<file path="config.mk">
export PLATFORM = sky130hd
export DESIGN_NAME = anpnp_reg
export DESIGN_NICKNAME = d
export VERILOG_FILES = /design/src/anpnp_pkg.sv /design/src/anpnp_reg.sv
export SDC_FILE = /design/constraint.sdc
export NUM_CORES = 1
export LEC_CHECK = 0
export ABC_AREA = 1
export BUFFER_PORTS_ARGS = -buffer_cell sky130_fd_sc_hd__buf_2
export CAP_MARGIN = 40
export CORE_UTILIZATION = 40
export CTS_BUF_LIST = sky130_fd_sc_hd__clkbuf_4 sky130_fd_sc_hd__clkbuf_8
export DETAILED_ROUTE_END_ITERATION = 16
export HOLD_SLACK_MARGIN = 0.12
export PLACE_DENSITY_LB_ADDON = 0.05
export RECOVER_POWER = 50
export SETUP_SLACK_MARGIN = 0.15
export SYNTH_ARGS = -nofsm -noshare
export SYNTH_HDL_FRONTEND = slang
export SYNTH_SLANG_ARGS = --single-unit
</file>
<file path="constraint.sdc">
create_clock -name ref_clk_i -period 1.28 [get_ports ref_clk_i]
set_input_delay 0.064 -clock ref_clk_i [delete_from_list [all_inputs] [get_ports ref_clk_i]]
set_output_delay 0.064 -clock ref_clk_i [all_outputs]
set_load 0.02 [all_outputs]
</file>
<file path="src/anpnp_pkg.sv">
// Purpose: Constants for the partner next-page received register block
// Assumes: Avalon-MM slave, 32-bit data, byte addresses = 4 * index
// Notes: Register is read-only; writes are accepted and discarded
//
// Contract
// Read-only 16-bit partner next-page register, index 0x0008
// Bit 15 more-pages flag, resets 0
// Bit 14 partner acknowledge, resets 0
// Acknowledge updated only by negotiation logic
// Bit 13 message-page flag, resets 1
// Bit 12 partner can comply, resets 0
// Bit 11 toggle, inverse of previous toggle
// Bits 10:0 received page code field
// Code field resets to null page, one
// All fields load together per accepted page
package anpnp_pkg;
  localparam logic [7:0] ANPNP_IDX_PARTNER_NP = 8'h08;
  localparam logic [9:0] ANPNP_ADDR_PARTNER_NP = {ANPNP_IDX_PARTNER_NP, 2'b00};
  localparam int ANPNP_BIT_MORE_PAGES = 15;
  localparam int ANPNP_BIT_ACK = 14;
  localparam int ANPNP_BIT_MSG_PAGE = 13;
  localparam int ANPNP_BIT_CAN_COMPLY = 12;
  localparam int ANPNP_BIT_TOGGLE = 11;
  localparam int ANPNP_CODE_W = 11;
  localparam int ANPNP_CODE_LSB = 0;
  localparam logic [15:0] ANPNP_RESET_VAL = 16'h2001;
  localparam logic [31:0] ANPNP_UNMAPPED_VAL = 32'h0000_0000;
  localparam logic [31:0] ANPNP_RDATA_RESET = 32'h0000_0000;
  typedef enum logic [1:0] {
    ANPNP_IDLE = 2'b00,
    ANPNP_RESP = 2'b01
  } anpnp_bus_st_t;
endpackage

</file>
<file path="src/anpnp_reg.sv">
// Purpose: Partner next-page received register with Avalon-MM read port
// Assumes: Page strobe is one cycle, word valid in the same cycle
// Notes: Reads answer one cycle after request; writes answer at once
// Notes: Each field is its own register, loaded together from one page
// Notes: Write data and byte enables are not used; the register is read-only
//
// The implementer's own choice: the Avalon-MM interface to the registers.
`timescale 1ns/1ps
module anpnp_reg
  import anpnp_pkg::*;
(
  // Clock and reset
  input wire logic ref_clk_i,
  input wire logic rst_i,
  // Avalon-MM slave
  input wire logic [9:0] avs_address_i,
  input wire logic avs_read_i,
  input wire logic avs_write_i,
  input wire logic [31:0] avs_writedata_i,
  input wire logic [3:0] avs_byteenable_i,
  output logic [31:0] avs_readdata_o,
  output logic avs_waitrequest_o,
  // Received page from negotiation logic
  input wire logic page_valid_i,
  input wire logic [15:0] page_word_i,
  // Status
  output logic [15:0] partner_next_page_received_o
);

  ////////////////////////////////////////////////////////////////////////
  // Page fields, one register per field
  logic more_pages_q;
  logic more_pages_d;

  logic ack_q;
  logic ack_d;

  logic msg_page_q;
  logic msg_page_d;

  logic can_comply_q;
  logic can_comply_d;

  logic toggle_q;
  logic toggle_d;

  logic [ANPNP_CODE_W-1:0] code_q;
  logic [ANPNP_CODE_W-1:0] code_d;

  // Fields put back into register layout
  logic [15:0] page_w;

  // Bus side
  anpnp_bus_st_t st_q;
  anpnp_bus_st_t st_d;
  logic [31:0] rdata_q;
  logic [31:0] rdata_d;
  logic read_take;
  logic addr_ok;

  ////////////////////////////////////////////////////////////////////////
  // Address decode for the one mapped register
  function automatic logic addr_hit(input logic [9:0] a);
    addr_hit = (a == ANPNP_ADDR_PARTNER_NP);
  endfunction

  // One flag out of a page word
  function automatic logic field_bit(input logic [15:0] w, input int pos);
    field_bit = w[pos];
  endfunction

  // Code field out of a page word
  function automatic logic [ANPNP_CODE_W-1:0] code_of(input logic [15:0] w);
    code_of = w[ANPNP_CODE_LSB +: ANPNP_CODE_W];
  endfunction

  // Upper half of the bus word is always zero
  function automatic logic [31:0] bus_word(input logic hit, input logic [15:0] w);
    if (hit) begin
      bus_word = {16'h0000, w};
    end else begin
      bus_word = ANPNP_UNMAPPED_VAL;
    end
  endfunction

  function automatic logic [15:0] pack_page(
    input logic np,
    input logic ak,
    input logic mp,
    input logic cc,
    input logic tg,
    input logic [ANPNP_CODE_W-1:0] cd
  );
    logic [15:0] w;
    w = 16'h0000;
    w[ANPNP_BIT_MORE_PAGES] = np;
    w[ANPNP_BIT_ACK] = ak;
    w[ANPNP_BIT_MSG_PAGE] = mp;
    w[ANPNP_BIT_CAN_COMPLY] = cc;
    w[ANPNP_BIT_TOGGLE] = tg;
    w[ANPNP_CODE_LSB +: ANPNP_CODE_W] = cd;
    pack_page = w;
  endfunction

  ////////////////////////////////////////////////////////////////////////
  // More-pages flag: 1 when the partner has further pages to send
  always_comb begin
    if (page_valid_i) begin
      more_pages_d = field_bit(page_word_i, ANPNP_BIT_MORE_PAGES);
    end else begin
      more_pages_d = more_pages_q;
    end
  end

  always_ff @(posedge ref_clk_i) begin
    if (rst_i) begin
      more_pages_q <= field_bit(ANPNP_RESET_VAL, ANPNP_BIT_MORE_PAGES);
    end else begin
      more_pages_q <= more_pages_d;
    end
  end

  ////////////////////////////////////////////////////////////////////////
  // Partner acknowledge; bus writes never reach it, only received pages
  always_comb begin
    if (page_valid_i) begin
      ack_d = field_bit(page_word_i, ANPNP_BIT_ACK);
    end else begin
      ack_d = ack_q;
    end
  end

  always_ff @(posedge ref_clk_i) begin
    if (rst_i) begin
      ack_q <= field_bit(ANPNP_RESET_VAL, ANPNP_BIT_ACK);
    end else begin
      ack_q <= ack_d;
    end
  end

  ////////////////////////////////////////////////////////////////////////
  // Message-page flag: 1 for a message page, 0 for unformatted
  always_comb begin
    if (page_valid_i) begin
      msg_page_d = field_bit(page_word_i, ANPNP_BIT_MSG_PAGE);
    end else begin
      msg_page_d = msg_page_q;
    end
  end

  always_ff @(posedge ref_clk_i) begin
    if (rst_i) begin
      msg_page_q <= field_bit(ANPNP_RESET_VAL, ANPNP_BIT_MSG_PAGE);
    end else begin
      msg_page_q <= msg_page_d;
    end
  end

  ////////////////////////////////////////////////////////////////////////
  // Partner can comply with the message
  always_comb begin
    if (page_valid_i) begin
      can_comply_d = field_bit(page_word_i, ANPNP_BIT_CAN_COMPLY);
    end else begin
      can_comply_d = can_comply_q;
    end
  end

  always_ff @(posedge ref_clk_i) begin
    if (rst_i) begin
      can_comply_q <= field_bit(ANPNP_RESET_VAL, ANPNP_BIT_CAN_COMPLY);
    end else begin
      can_comply_q <= can_comply_d;
    end
  end

  ////////////////////////////////////////////////////////////////////////
  // Toggle as received; negotiation logic already supplies the inverse
  // of the previous word, so no second inversion here
  always_comb begin
    if (page_valid_i) begin
      toggle_d = field_bit(page_word_i, ANPNP_BIT_TOGGLE);
    end else begin
      toggle_d = toggle_q;
    end
  end

  always_ff @(posedge ref_clk_i) begin
    if (rst_i) begin
      toggle_q <= field_bit(ANPNP_RESET_VAL, ANPNP_BIT_TOGGLE);
    end else begin
      toggle_q <= toggle_d;
    end
  end

  ////////////////////////////////////////////////////////////////////////
  // Code field; meaning depends on the message-page flag, left to software
  always_comb begin
    if (page_valid_i) begin
      code_d = code_of(page_word_i);
    end else begin
      code_d = code_q;
    end
  end

  always_ff @(posedge ref_clk_i) begin
    if (rst_i) begin
      code_q <= code_of(ANPNP_RESET_VAL);
    end else begin
      code_q <= code_d;
    end
  end

  ////////////////////////////////////////////////////////////////////////
  always_comb begin
    page_w = pack_page(more_pages_q, ack_q, msg_page_q, can_comply_q, toggle_q, code_q);
  end

  ////////////////////////////////////////////////////////////////////////
  // Read is taken only from idle, so one read gets exactly one wait
  assign read_take = avs_read_i && (st_q == ANPNP_IDLE);
  assign addr_ok = addr_hit(avs_address_i);

  always_comb begin
    st_d = st_q;
    case (st_q)
      ANPNP_IDLE: begin
        if (read_take) begin
          st_d = ANPNP_RESP;
        end
      end
      ANPNP_RESP: begin
        st_d = ANPNP_IDLE;
      end
      default: begin
        st_d = ANPNP_IDLE;
      end
    endcase
  end

  always_ff @(posedge ref_clk_i) begin
    if (rst_i) begin
      st_q <= ANPNP_IDLE;
    end else begin
      st_q <= st_d;
    end
  end

  ////////////////////////////////////////////////////////////////////////
  // Read data captured at take; it stands until the next read
  always_comb begin
    case (st_q)
      ANPNP_IDLE: begin
        if (read_take) begin
          rdata_d = bus_word(addr_ok, page_w);
        end else begin
          rdata_d = rdata_q;
        end
      end
      default: begin
        rdata_d = rdata_q;
      end
    endcase
  end

  always_ff @(posedge ref_clk_i) begin
    if (rst_i) begin
      rdata_q <= ANPNP_RDATA_RESET;
    end else begin
      rdata_q <= rdata_d;
    end
  end

  ////////////////////////////////////////////////////////////////////////
  // Writes finish at once and change nothing: the register is read-only
  always_comb begin
    case (st_q)
      ANPNP_IDLE: begin
        avs_waitrequest_o = avs_read_i;
      end
      ANPNP_RESP: begin
        avs_waitrequest_o = 1'b0;
      end
      default: begin
        avs_waitrequest_o = avs_read_i;
      end
    endcase
  end

  ////////////////////////////////////////////////////////////////////////
  // Outputs straight from registers
  assign avs_readdata_o = rdata_q;
  assign partner_next_page_received_o = page_w;

endmodule

</file>
==> impl_metrics.ini, run 1 <==
[grt]
use_met3 = 0.06303
global_route.usage.total = 0.2133
global_route.overflow_total = 0
globalRouteMet1Util = 0.2393
grt_max_degree = 33
first_pass_grt_wire_length_mm = 5.706
grtUsageMet2 = 0.3882
first_global_vias = 1267
antenna_found_initial = 0
global_route.peak_usage_layer = met2

[layout]
stdcell_count = 301
layout-drive-gt1-share = 0.2118
antennaDiodeCount = 0
mostFrequentLayoutCells = sky130_fd_sc_hd__dfxtp_1 (32), sky130_fd_sc_hd__buf_2 (32), sky130_fd_sc_hd__nor2_1 (30), sky130_fd_sc_hd__o21ai_0 (30), sky130_fd_sc_hd__clkbuf_1 (29)
register_area_um2 = 661.9
fin_nets = 322
multi_input_area_um2 = 578.1
final_core_utilization = 0.5770
layout.filler_cells = 357
layout-area-overhead-vs-synth_pct = 37.50

[pwr]
power.combinational.fraction = 0.207
power.clock.fraction = 0.278
seq_power_share = 0.515
leakagePower_uw = 0.0008767
ir_worst_vdd_mv = 0.5783
switchingPower_uw = 654.0
p_sw_frac = 0.2960
p_int_uw = 1555
power.density_nw_per_um2 = 1139

[sta]
setup-violations-final = 0
max_clock_freq_ghz = 0.9179
skew_ns = 0.005266
setup_repair_after_global_routing_missed_its_margin = yes
post-route-min-period_ns = 1.089
final.hold.worst_slack_ns = 0.1398
totalNegativeSetupSlack_ns = 0
layout_worst_path_cycle_share = 0.8511
final_max_slew_viol_count = 0
hold_viol = 0

[clocking]
cts_inserted_buffers = 5
clock_tree.root_cell = sky130_fd_sc_hd__clkbuf_4
clkSlewWorstSetupHoldPaths_ns = 0.09
clock_tree.buffer_depth = 2
ctsHtreeMaxLevel = 2
cts_num_sinks = 33
cts_tree = built
insertion_delay_ns = 0.33

[floorplan]
dieWidth_um = 61.40
fp.dieArea_um2 = 3770
initial_util = 0.4196
core_um2 = 3363
die_height_um = 61.40
fp-row-count = 21
io_pins = 116

[placement]
placed_cells_incl_taps = 272
gpl.final_weighted_congestion = 0.6422
io_buffers = 62
detailed_place_hpwl_mm = 2.106

[worst_setup_path]
worst-r2r-cell-count = 4
setup.worst_path.class = flop to output port
arrival_worst_endpoint_ns = 1.03
setup.reg_to_reg.worst_slack_ns = 0.22
critPathLaunchType = flop
worst-endpoint-required_ns = 1.22
setup_crit_end_kind = output port
rr_endpoint = avs_readdata_o[13]
worstPathMaxFanout = 3
worst_r2r_startpoint = st_q[0]

[min_path]
whs_endpoint = code_q[0]
timing.hold.worst_path_depth = 3
hold_path.class = input port to flop
hold_path_startpoint = page_valid_i

[synthesis]
postSynthAreaPerCell_um2 = 7.974
post_synth_inst_count = 177
yosysSeqAreaShare = 0.4681
synth_top_flop_cell = sky130_fd_sc_hd__dfxtp_1
mappedNetlistArea_um2 = 1411
synth-seq-cells = 33
yosysWarnings = 0
synth-edff-count = 0
synth_async_sr_flop_share = 0
unique_masters_post_synth = 18

[routing]
initialDrtViolationCount = 52
drt.antenna.violating_nets = 0
dr_vias = 1441
drc = 0
routed_via_density = 4.787
drt-wirelength-per-cell_um = 12.28
wirelength_mm = 3.696
first_pass_iters = 4

[outcome]
run_status = completed

[flow_run]
drv.max_cap_violation_count = 0
[per-layer routing]
metal	up-vias	part of all wire
li1	702	-
met1	679	0.41
met2	54	0.53
met3	6	0.048
met4	0	0.012
met5	-	0
[synthesized netlist by cell type (3+ instances only)]
library cell,n,share of area
sky130_fd_sc_hd__a21oi_1,16,0.057
sky130_fd_sc_hd__inv_1,5,0.013
sky130_fd_sc_hd__dfxtp_1,33,0.47
sky130_fd_sc_hd__buf_4,22,0.12
sky130_fd_sc_hd__buf_2,3,0.011
sky130_fd_sc_hd__nand2_1,6,0.016
sky130_fd_sc_hd__nor2_1,31,0.082
sky130_fd_sc_hd__nand3_1,18,0.064
sky130_fd_sc_hd__o21ai_0,30,0.11
sky130_fd_sc_hd__clkbuf_1,5,0.013
[worst max-delay path: stages (launching register included)]
cell and delay [ns]:
sky130_fd_sc_hd__dfxtp_2 0.34, sky130_fd_sc_hd__nor2_4 0.13, sky130_fd_sc_hd__buf_12 0.12, sky130_fd_sc_hd__buf_8 0.10
[worst max-delay path by stage]
stage,start,endpoint,slack [ns]
after floorplan,st_q[0],avs_readdata_o[10],0.32
after global placement,avs_address_i[7],avs_readdata_o[5],0.24
after detailed placement,avs_address_i[7],avs_readdata_o[5],0.24
after CTS,st_q[0],avs_waitrequest_o,0.16
after global routing,st_q[0],avs_waitrequest_o,0.14
final,st_q[0],avs_waitrequest_o,0.19
[registers in the layout, summed over array words and instances (netlist names)]
| name | count |
|---|---|
| avs_readdata_o | 16 |
| code_q | 11 |
| ack_q | 1 |
| can_comply_q | 1 |
| more_pages_q | 1 |
| msg_page_q | 1 |
| st_q | 1 |
| toggle_q | 1 |
[layout make-up]
class | instances | area share
timing repair buffer | 87 | 0.2895
tap | 46 | 0.02966
inverter | 6 | 0.01161
sequential | 33 | 0.3411
clock buffer | 7 | 0.03030
multi-input combinational | 122 | 0.2979
[power by group through the flow]
stage | Clock, uW | Sequential (uW) | Combinational (uW)
global placement | 0 | 1160 | 385
floorplan | 0 | 1220 | 231
global route | 670 | 1150 | 506
CTS | 629 | 1140 | 467
detailed placement | 0 | 1160 | 390
finish | 614 | 1140 | 458
[cell families after synthesis]
family          Yosys count  share of synthesized area
simple gates             60                     0.1986
compound gates           46                     0.1631
buf+inv                  37                     0.1675
flops                    33                     0.4681
other cells               1                   0.002657
[stage by stage]
stage / worst slack [ns] / power (uW) / instance area (um2)
3_5_place_dp: 0.2400 / 1548 / 1659
3_3_place_gp: 0.2393 / 1541 / 1659
2_1_floorplan: 0.3166 / 1452 / 1468
5_1_grt: 0.1450 / 2323 / 1941
4_1_cts: 0.1621 / 2232 / 1961
6_report: 0.1906 / 2209 / 1941
[timing repair]
action / in CTS / in global routing
pin swaps: 1 / 1
gates cloned: 1 / 0
endpoints found under the hold margin: 17 / 0
resized for setup: 2 / 5
buffers inserted: 3 / 0
endpoints found under the setup margin: 1 / 7
hold buffers: 18 / 0
(Power assumes the default switching activity.)
==> inputs of run 2 (changes only) <==
ABC_AREA = default   (was 1)
CORE_UTILIZATION = 38   (was 40)
==> impl_metrics.ini, run 2 <==
[outcome]
run_status = completed

[floorplan]
io_pins = 116
dieWidth_um = 60.77
fp.dieArea_um2 = 3693
core_um2 = 3153
fp-row-count = 20
die_height_um = 60.77
initial_util = 0.4163

[placement]
placed_cells_incl_taps = 212
pre_cts_ws_ns = -0.07474
io_buffers = 62
gpl.final_weighted_congestion = 0.7102
detailed_place_hpwl_mm = 1.906

[grt]
use_met3 = 0.07889
grtUsageMet2 = 0.2606
global_route.usage.total = 0.1609
first_pass_grt_wire_length_mm = 4.202
global_route.peak_usage_layer = met2
globalRouteMet1Util = 0.1841
antenna_found_initial = 0
global_route.overflow_total = 0
first_global_vias = 937
grt_max_degree = 19

[pwr]
p_int_uw = 1465
switchingPower_uw = 509.0
ir_worst_vdd_mv = 0.5664
power.density_nw_per_um2 = 1085
p_sw_frac = 0.2578
leakagePower_uw = 0.0009078
power.clock.fraction = 0.301
seq_power_share = 0.550
power.combinational.fraction = 0.149

[sta]
setup-violations-final = 0
post-route-min-period_ns = 1.163
max_clock_freq_ghz = 0.8596
hold_viol = 0
setup_repair_after_global_routing_missed_its_margin = yes
totalNegativeSetupSlack_ns = 0
final.hold.worst_slack_ns = 0.04410
layout_worst_path_cycle_share = 0.9088
skew_ns = 0.003596
final_max_slew_viol_count = 0
finalWorstSetupSlack_ns = 0.1167

[clocking]
cts_inserted_buffers = 5
clock_tree.buffer_depth = 2
cts_tree = built
clkSlewWorstSetupHoldPaths_ns = 0.09
ctsHtreeMaxLevel = 2
cts_hold_buffers = 16
cts_num_sinks = 33
clock_tree.root_cell = sky130_fd_sc_hd__clkbuf_4
insertion_delay_ns = 0.32

[routing]
routed_via_density = 4.475
wirelength_mm = 2.809
drc = 0
initialDrtViolationCount = 24
drt-wirelength-per-cell_um = 11.90
first_pass_iters = 4
dr_vias = 1056
drt.antenna.violating_nets = 0

[synthesis]
synth_top_cell_area_share = 0.5033
synth_top_flop_cell = sky130_fd_sc_hd__dfxtp_1
postSynthAreaPerCell_um2 = 11.22
synthTopCellsByArea = sky130_fd_sc_hd__dfxtp_1 (50%), sky130_fd_sc_hd__buf_4 (12%), sky130_fd_sc_hd__mux2i_1 (11%)
unique_masters_post_synth = 16
mappedNetlistArea_um2 = 1313
synth_top_cell_by_area = sky130_fd_sc_hd__dfxtp_1
post_synth_inst_count = 117
yosysSeqAreaShare = 0.5033
synth_async_sr_flop_share = 0
synth-edff-count = 0
yosysWarnings = 0
synthMostInstantiatedCell = sky130_fd_sc_hd__dfxtp_1
synth-seq-cells = 33
yosys-top-cells-count = sky130_fd_sc_hd__dfxtp_1 (33), sky130_fd_sc_hd__buf_4 (21), sky130_fd_sc_hd__nor2_1 (15), sky130_fd_sc_hd__mux2i_1 (14)

[layout]
largest_reg_flops = 16
mostFrequentLayoutCells = sky130_fd_sc_hd__buf_2 (46), sky130_fd_sc_hd__dfxtp_1 (33), sky130_fd_sc_hd__conb_1 (16), sky130_fd_sc_hd__dlygate4sd3_1 (16), sky130_fd_sc_hd__clkbuf_1 (16)
layout-drive-gt1-share = 0.3542
antennaDiodeCount = 0
stdcell_count = 236
layout-area-overhead-vs-synth_pct = 38.70
layout_commonest_cell = sky130_fd_sc_hd__buf_2
fin_nets = 258
layout.filler_cells = 311

[worst_setup_path]
setup.worst_path.class = flop to flop
arrival_worst_endpoint_ns = 1.43
critPathLaunchType = flop
worst-endpoint-required_ns = 1.55
setup_crit_end_kind = flop
worstPathMaxFanout = 16

[flow_run]
drv.max_cap_violation_count = 0

[min_path]
hold_path.class = input port to flop
==> run 2: cell count changes in the layout (fill, tap and decap cells not counted), moves of 13 or more <==
cell,previous run,this run
sky130_fd_sc_hd__buf_2,32,46
sky130_fd_sc_hd__nor2_1,30,14
sky130_fd_sc_hd__o21ai_0,30,0
sky130_fd_sc_hd__a21oi_1,16,0
sky130_fd_sc_hd__mux2i_1,0,14
sky130_fd_sc_hd__clkbuf_1,29,16
sky130_fd_sc_hd__nand3_1,18,0
==> run 2: layout make-up <==
class | count | area, um2 | area share
Tap cell | 44 | 55.05 | 0.03024
Timing Repair Buffer | 80 | 478.0 | 0.2625
Clock buffer | 8 | 60.06 | 0.03299
Multi-Input combinational cell | 71 | 566.8 | 0.3113
Sequential cell | 33 | 660.6 | 0.3629
==> run 2: stage by stage <==
| step | util | instance area [um2] | power (uW) |
|---|---|---|---|
| global placement | 0.5119 | 1614 | 1361 |
| finish | 0.5774 | 1821 | 1974 |
| global route | 0.5774 | 1821 | 2078 |
| CTS | 0.5833 | 1839 | 2005 |
| detailed placement | 0.5119 | 1614 | 1367 |
| floorplan | - | 1440 | 1328 |
==> run 2: final timing paths <==
kind	from	endpoint	slack, ns	cells after the start
max	st_q[0]	avs_readdata_o[2]	0.12	4
max reg2reg	st_q[0]	avs_readdata_o[2]	0.12	4
min reg2reg	avs_readdata_o[1]	avs_readdata_o[1]	0.48	1
min	avs_read_i	st_q[0]	0.04	2
==> run 2: routing by layer <==
layer | vias up | share of wire
li1 | 515 | -
met1 | 485 | 0.44
met2 | 52 | 0.47
met3 | 4 | 0.080
met4 | 0 | 0.0096
met5 | - | 0
==> run 2: power by group through the flow <==
stage	Clock, uW	Combinational (uW)	Sequential, uW
after global routing	665	321	1090
after detailed placement	0	257	1110
final	595	293	1090
after global placement	0	253	1110
after CTS	621	296	1090
after floorplan	0	195	1130
==> run 2: cells by family (layout without fill, tap and decap cells) <==
logic type	count (synthesis)	in the layout	share of synthesized area
AO/OA/AOI/OAI	18	18	0.1277
buffers and inverters	28	88	0.1668
flip-flops	33	33	0.5033
multiplexers	14	14	0.1068
other	1	16	0.002857
AND/OR/NAND/NOR	23	23	0.09246
==> run 2: critical path, cell delays in order (launching register included) <==
cell and delay [ns]:
sky130_fd_sc_hd__dfxtp_1 0.37, sky130_fd_sc_hd__nor3b_4 0.20, sky130_fd_sc_hd__and4_4 0.25, sky130_fd_sc_hd__buf_12 0.15, sky130_fd_sc_hd__a22o_1 0.14
==> run 2: timing repair <==
action	in CTS	in global routing
setup buffers	0	0
gates resized for setup	1	1
hold endpoints to repair	17	5
gates cloned	0	0
setup endpoints to repair	16	16
==> inputs of run 3 (changes only) <==
CORE_UTILIZATION = 41   (was 38)
clock period = 1.41 ns   (was 1.28 ns; I/O delays follow)
==> impl_metrics.ini, run 3 (synthesis gave the netlist of run 2 again) <==
[worst_setup_path]
rr_endpoint = avs_readdata_o[8]
cpPeakStageDelay_ns = 0.54
arrival_worst_endpoint_ns = 1.46
critPathSlowestCell = sky130_fd_sc_hd__dlygate4sd3_1
worstPathMaxFanout = 16
worst-r2r-cell-count = 4
setup.worst_path.class = input port to flop
critPathLaunchType = input port
worst_r2r_startpoint = st_q[0]
worst-endpoint-required_ns = 1.62
timing.critical_path.cells = dlygate4sd3_1 > buf_2 > nor3b_4 > and4_1 > buf_12 > a22o_2
setup.reg_to_reg.worst_slack_ns = 0.27
setup_crit_end_kind = flop

[sta]
totalNegativeSetupSlack_ns = 0
final_max_slew_viol_count = 0
layout_worst_path_cycle_share = 0.8812
normalized_max_slew_margin = 0.6661
final.hold.worst_slack_ns = 0.1821
post-route-min-period_ns = 1.242
skew_ns = 0.006276
worstMarginPinSlew_ns = 0.5008
max_clock_freq_ghz = 0.8048
setup-violations-final = 0
setup_repair_after_global_routing_missed_its_margin = no
finalWorstSetupSlack_ns = 0.1675
hold_viol = 0

[grt]
antenna_found_initial = 0
global_route.usage.total = 0.1696
grt_max_degree = 19
first_pass_grt_wire_length_mm = 4.257
first_global_vias = 971
global_route.overflow_total = 0

[routing]
dr_vias = 1065
initialDrtViolationCount = 31
drt.antenna.violating_nets = 0
first_pass_iters = 4
wirelength_mm = 2.715
drt-wirelength-per-cell_um = 11.36
routed_via_density = 4.456
drc = 0

[floorplan]
fp.dieArea_um2 = 3432
dieWidth_um = 58.58
initial_util = 0.4299
fp-row-count = 20
core_um2 = 3053
io_pins = 116
die_height_um = 58.58

[clocking]
cts_setup_buffers = 0
insertion_delay_ns = 0.32
clock_tree.root_cell = sky130_fd_sc_hd__clkbuf_4
clock_tree.buffer_depth = 2
cts_tree = built
clkSlewWorstSetupHoldPaths_ns = 0.09
cts_num_sinks = 33
cts_inserted_buffers = 5
ctsHtreeMaxLevel = 2

[pwr]
power.density_nw_per_um2 = 1012
ir_worst_vdd_mv = 0.5198
leakagePower_uw = 0.0008570

[layout]
final_core_utilization = 0.5820
mostFrequentLayoutCells = sky130_fd_sc_hd__buf_2 (46), sky130_fd_sc_hd__dfxtp_1 (33), sky130_fd_sc_hd__dlygate4sd3_1 (18)
largest_reg_flops = 16
antennaDiodeCount = 0
layout-area-overhead-vs-synth_pct = 35.37
layout-drive-gt1-share = 0.3436
fin_nets = 261
layout_commonest_cell = sky130_fd_sc_hd__buf_2

[min_path]
hold_path.class = input port to flop
timing.hold.worst_path_depth = 3
hold_path_startpoint = rst_i
whs_endpoint = st_q[0]

[placement]
pre_cts_ws_ns = 0.2330
detailed_place_hpwl_mm = 1.843
gpl.final_weighted_congestion = 0.7570
io_buffers = 62

[flow_run]
drv.max_cap_violation_count = 0

[outcome]
run_status = completed
## run 3: critical path: cells and delay by family
family | cells | cell delay [ns]
buf+inv | 3 | 0.82
simple gates | 2 | 0.32
compound gates | 1 | 0.25
## run 3: power by group
| group | switching, uW | internal (uW) | total [uW] |
|---|---|---|---|
| combinational | 148 | 120 | 268 |
| sequential | 21.8 | 961 | 983 |
| clock | 290 | 256 | 547 |
| total | 460 | 1340 | 1800 |
## run 3: area by class of cell
type	count	area [um2]
multi-input cells	71	491.7
flip-flops and latches	33	660.6
well taps	44	55.05
repair buffers	83	509.2
clock buffers	8	60.06
fillers	296	1276
## run 3: per-layer routing
layer | up-vias | GRT usage | wire length (um)
met5 | - | 0 | 0
met4 | 0 | 0.09864 | 39
met3 | 5 | 0.03956 | 160
met2 | 43 | 0.2726 | 1223
met1 | 496 | 0.2083 | 1291
li1 | 521 | - | -
## run 3: through the flow
step	cell area (um2)	power, uW	std cells
after floorplan	1371	1197	132
after global placement	1545	1226	212
after detailed placement	1553	1234	213
after CTS	1793	1811	239
after global routing	1777	1886	239
final	1777	1797	239
## run 3: how the worst max path moves through the flow
stage,start,end,cells past startpoint,slack (ns)
finish,avs_read_i,avs_readdata_o[8],6,0.17
global route,avs_read_i,avs_readdata_o[6],6,0.17
CTS,avs_read_i,avs_readdata_o[8],6,0.19
detailed placement,rst_i,avs_readdata_o[9],6,0.23
global placement,st_q[0],avs_readdata_o[11],3,-0.12
floorplan,st_q[0],avs_readdata_o[10],4,0.19
## run 3: repair_timing
action	CTS	global route
hold buffers	18	0
gates resized for setup	0	1
hold endpoints to repair	19	0
endpoints found under the setup margin	0	1
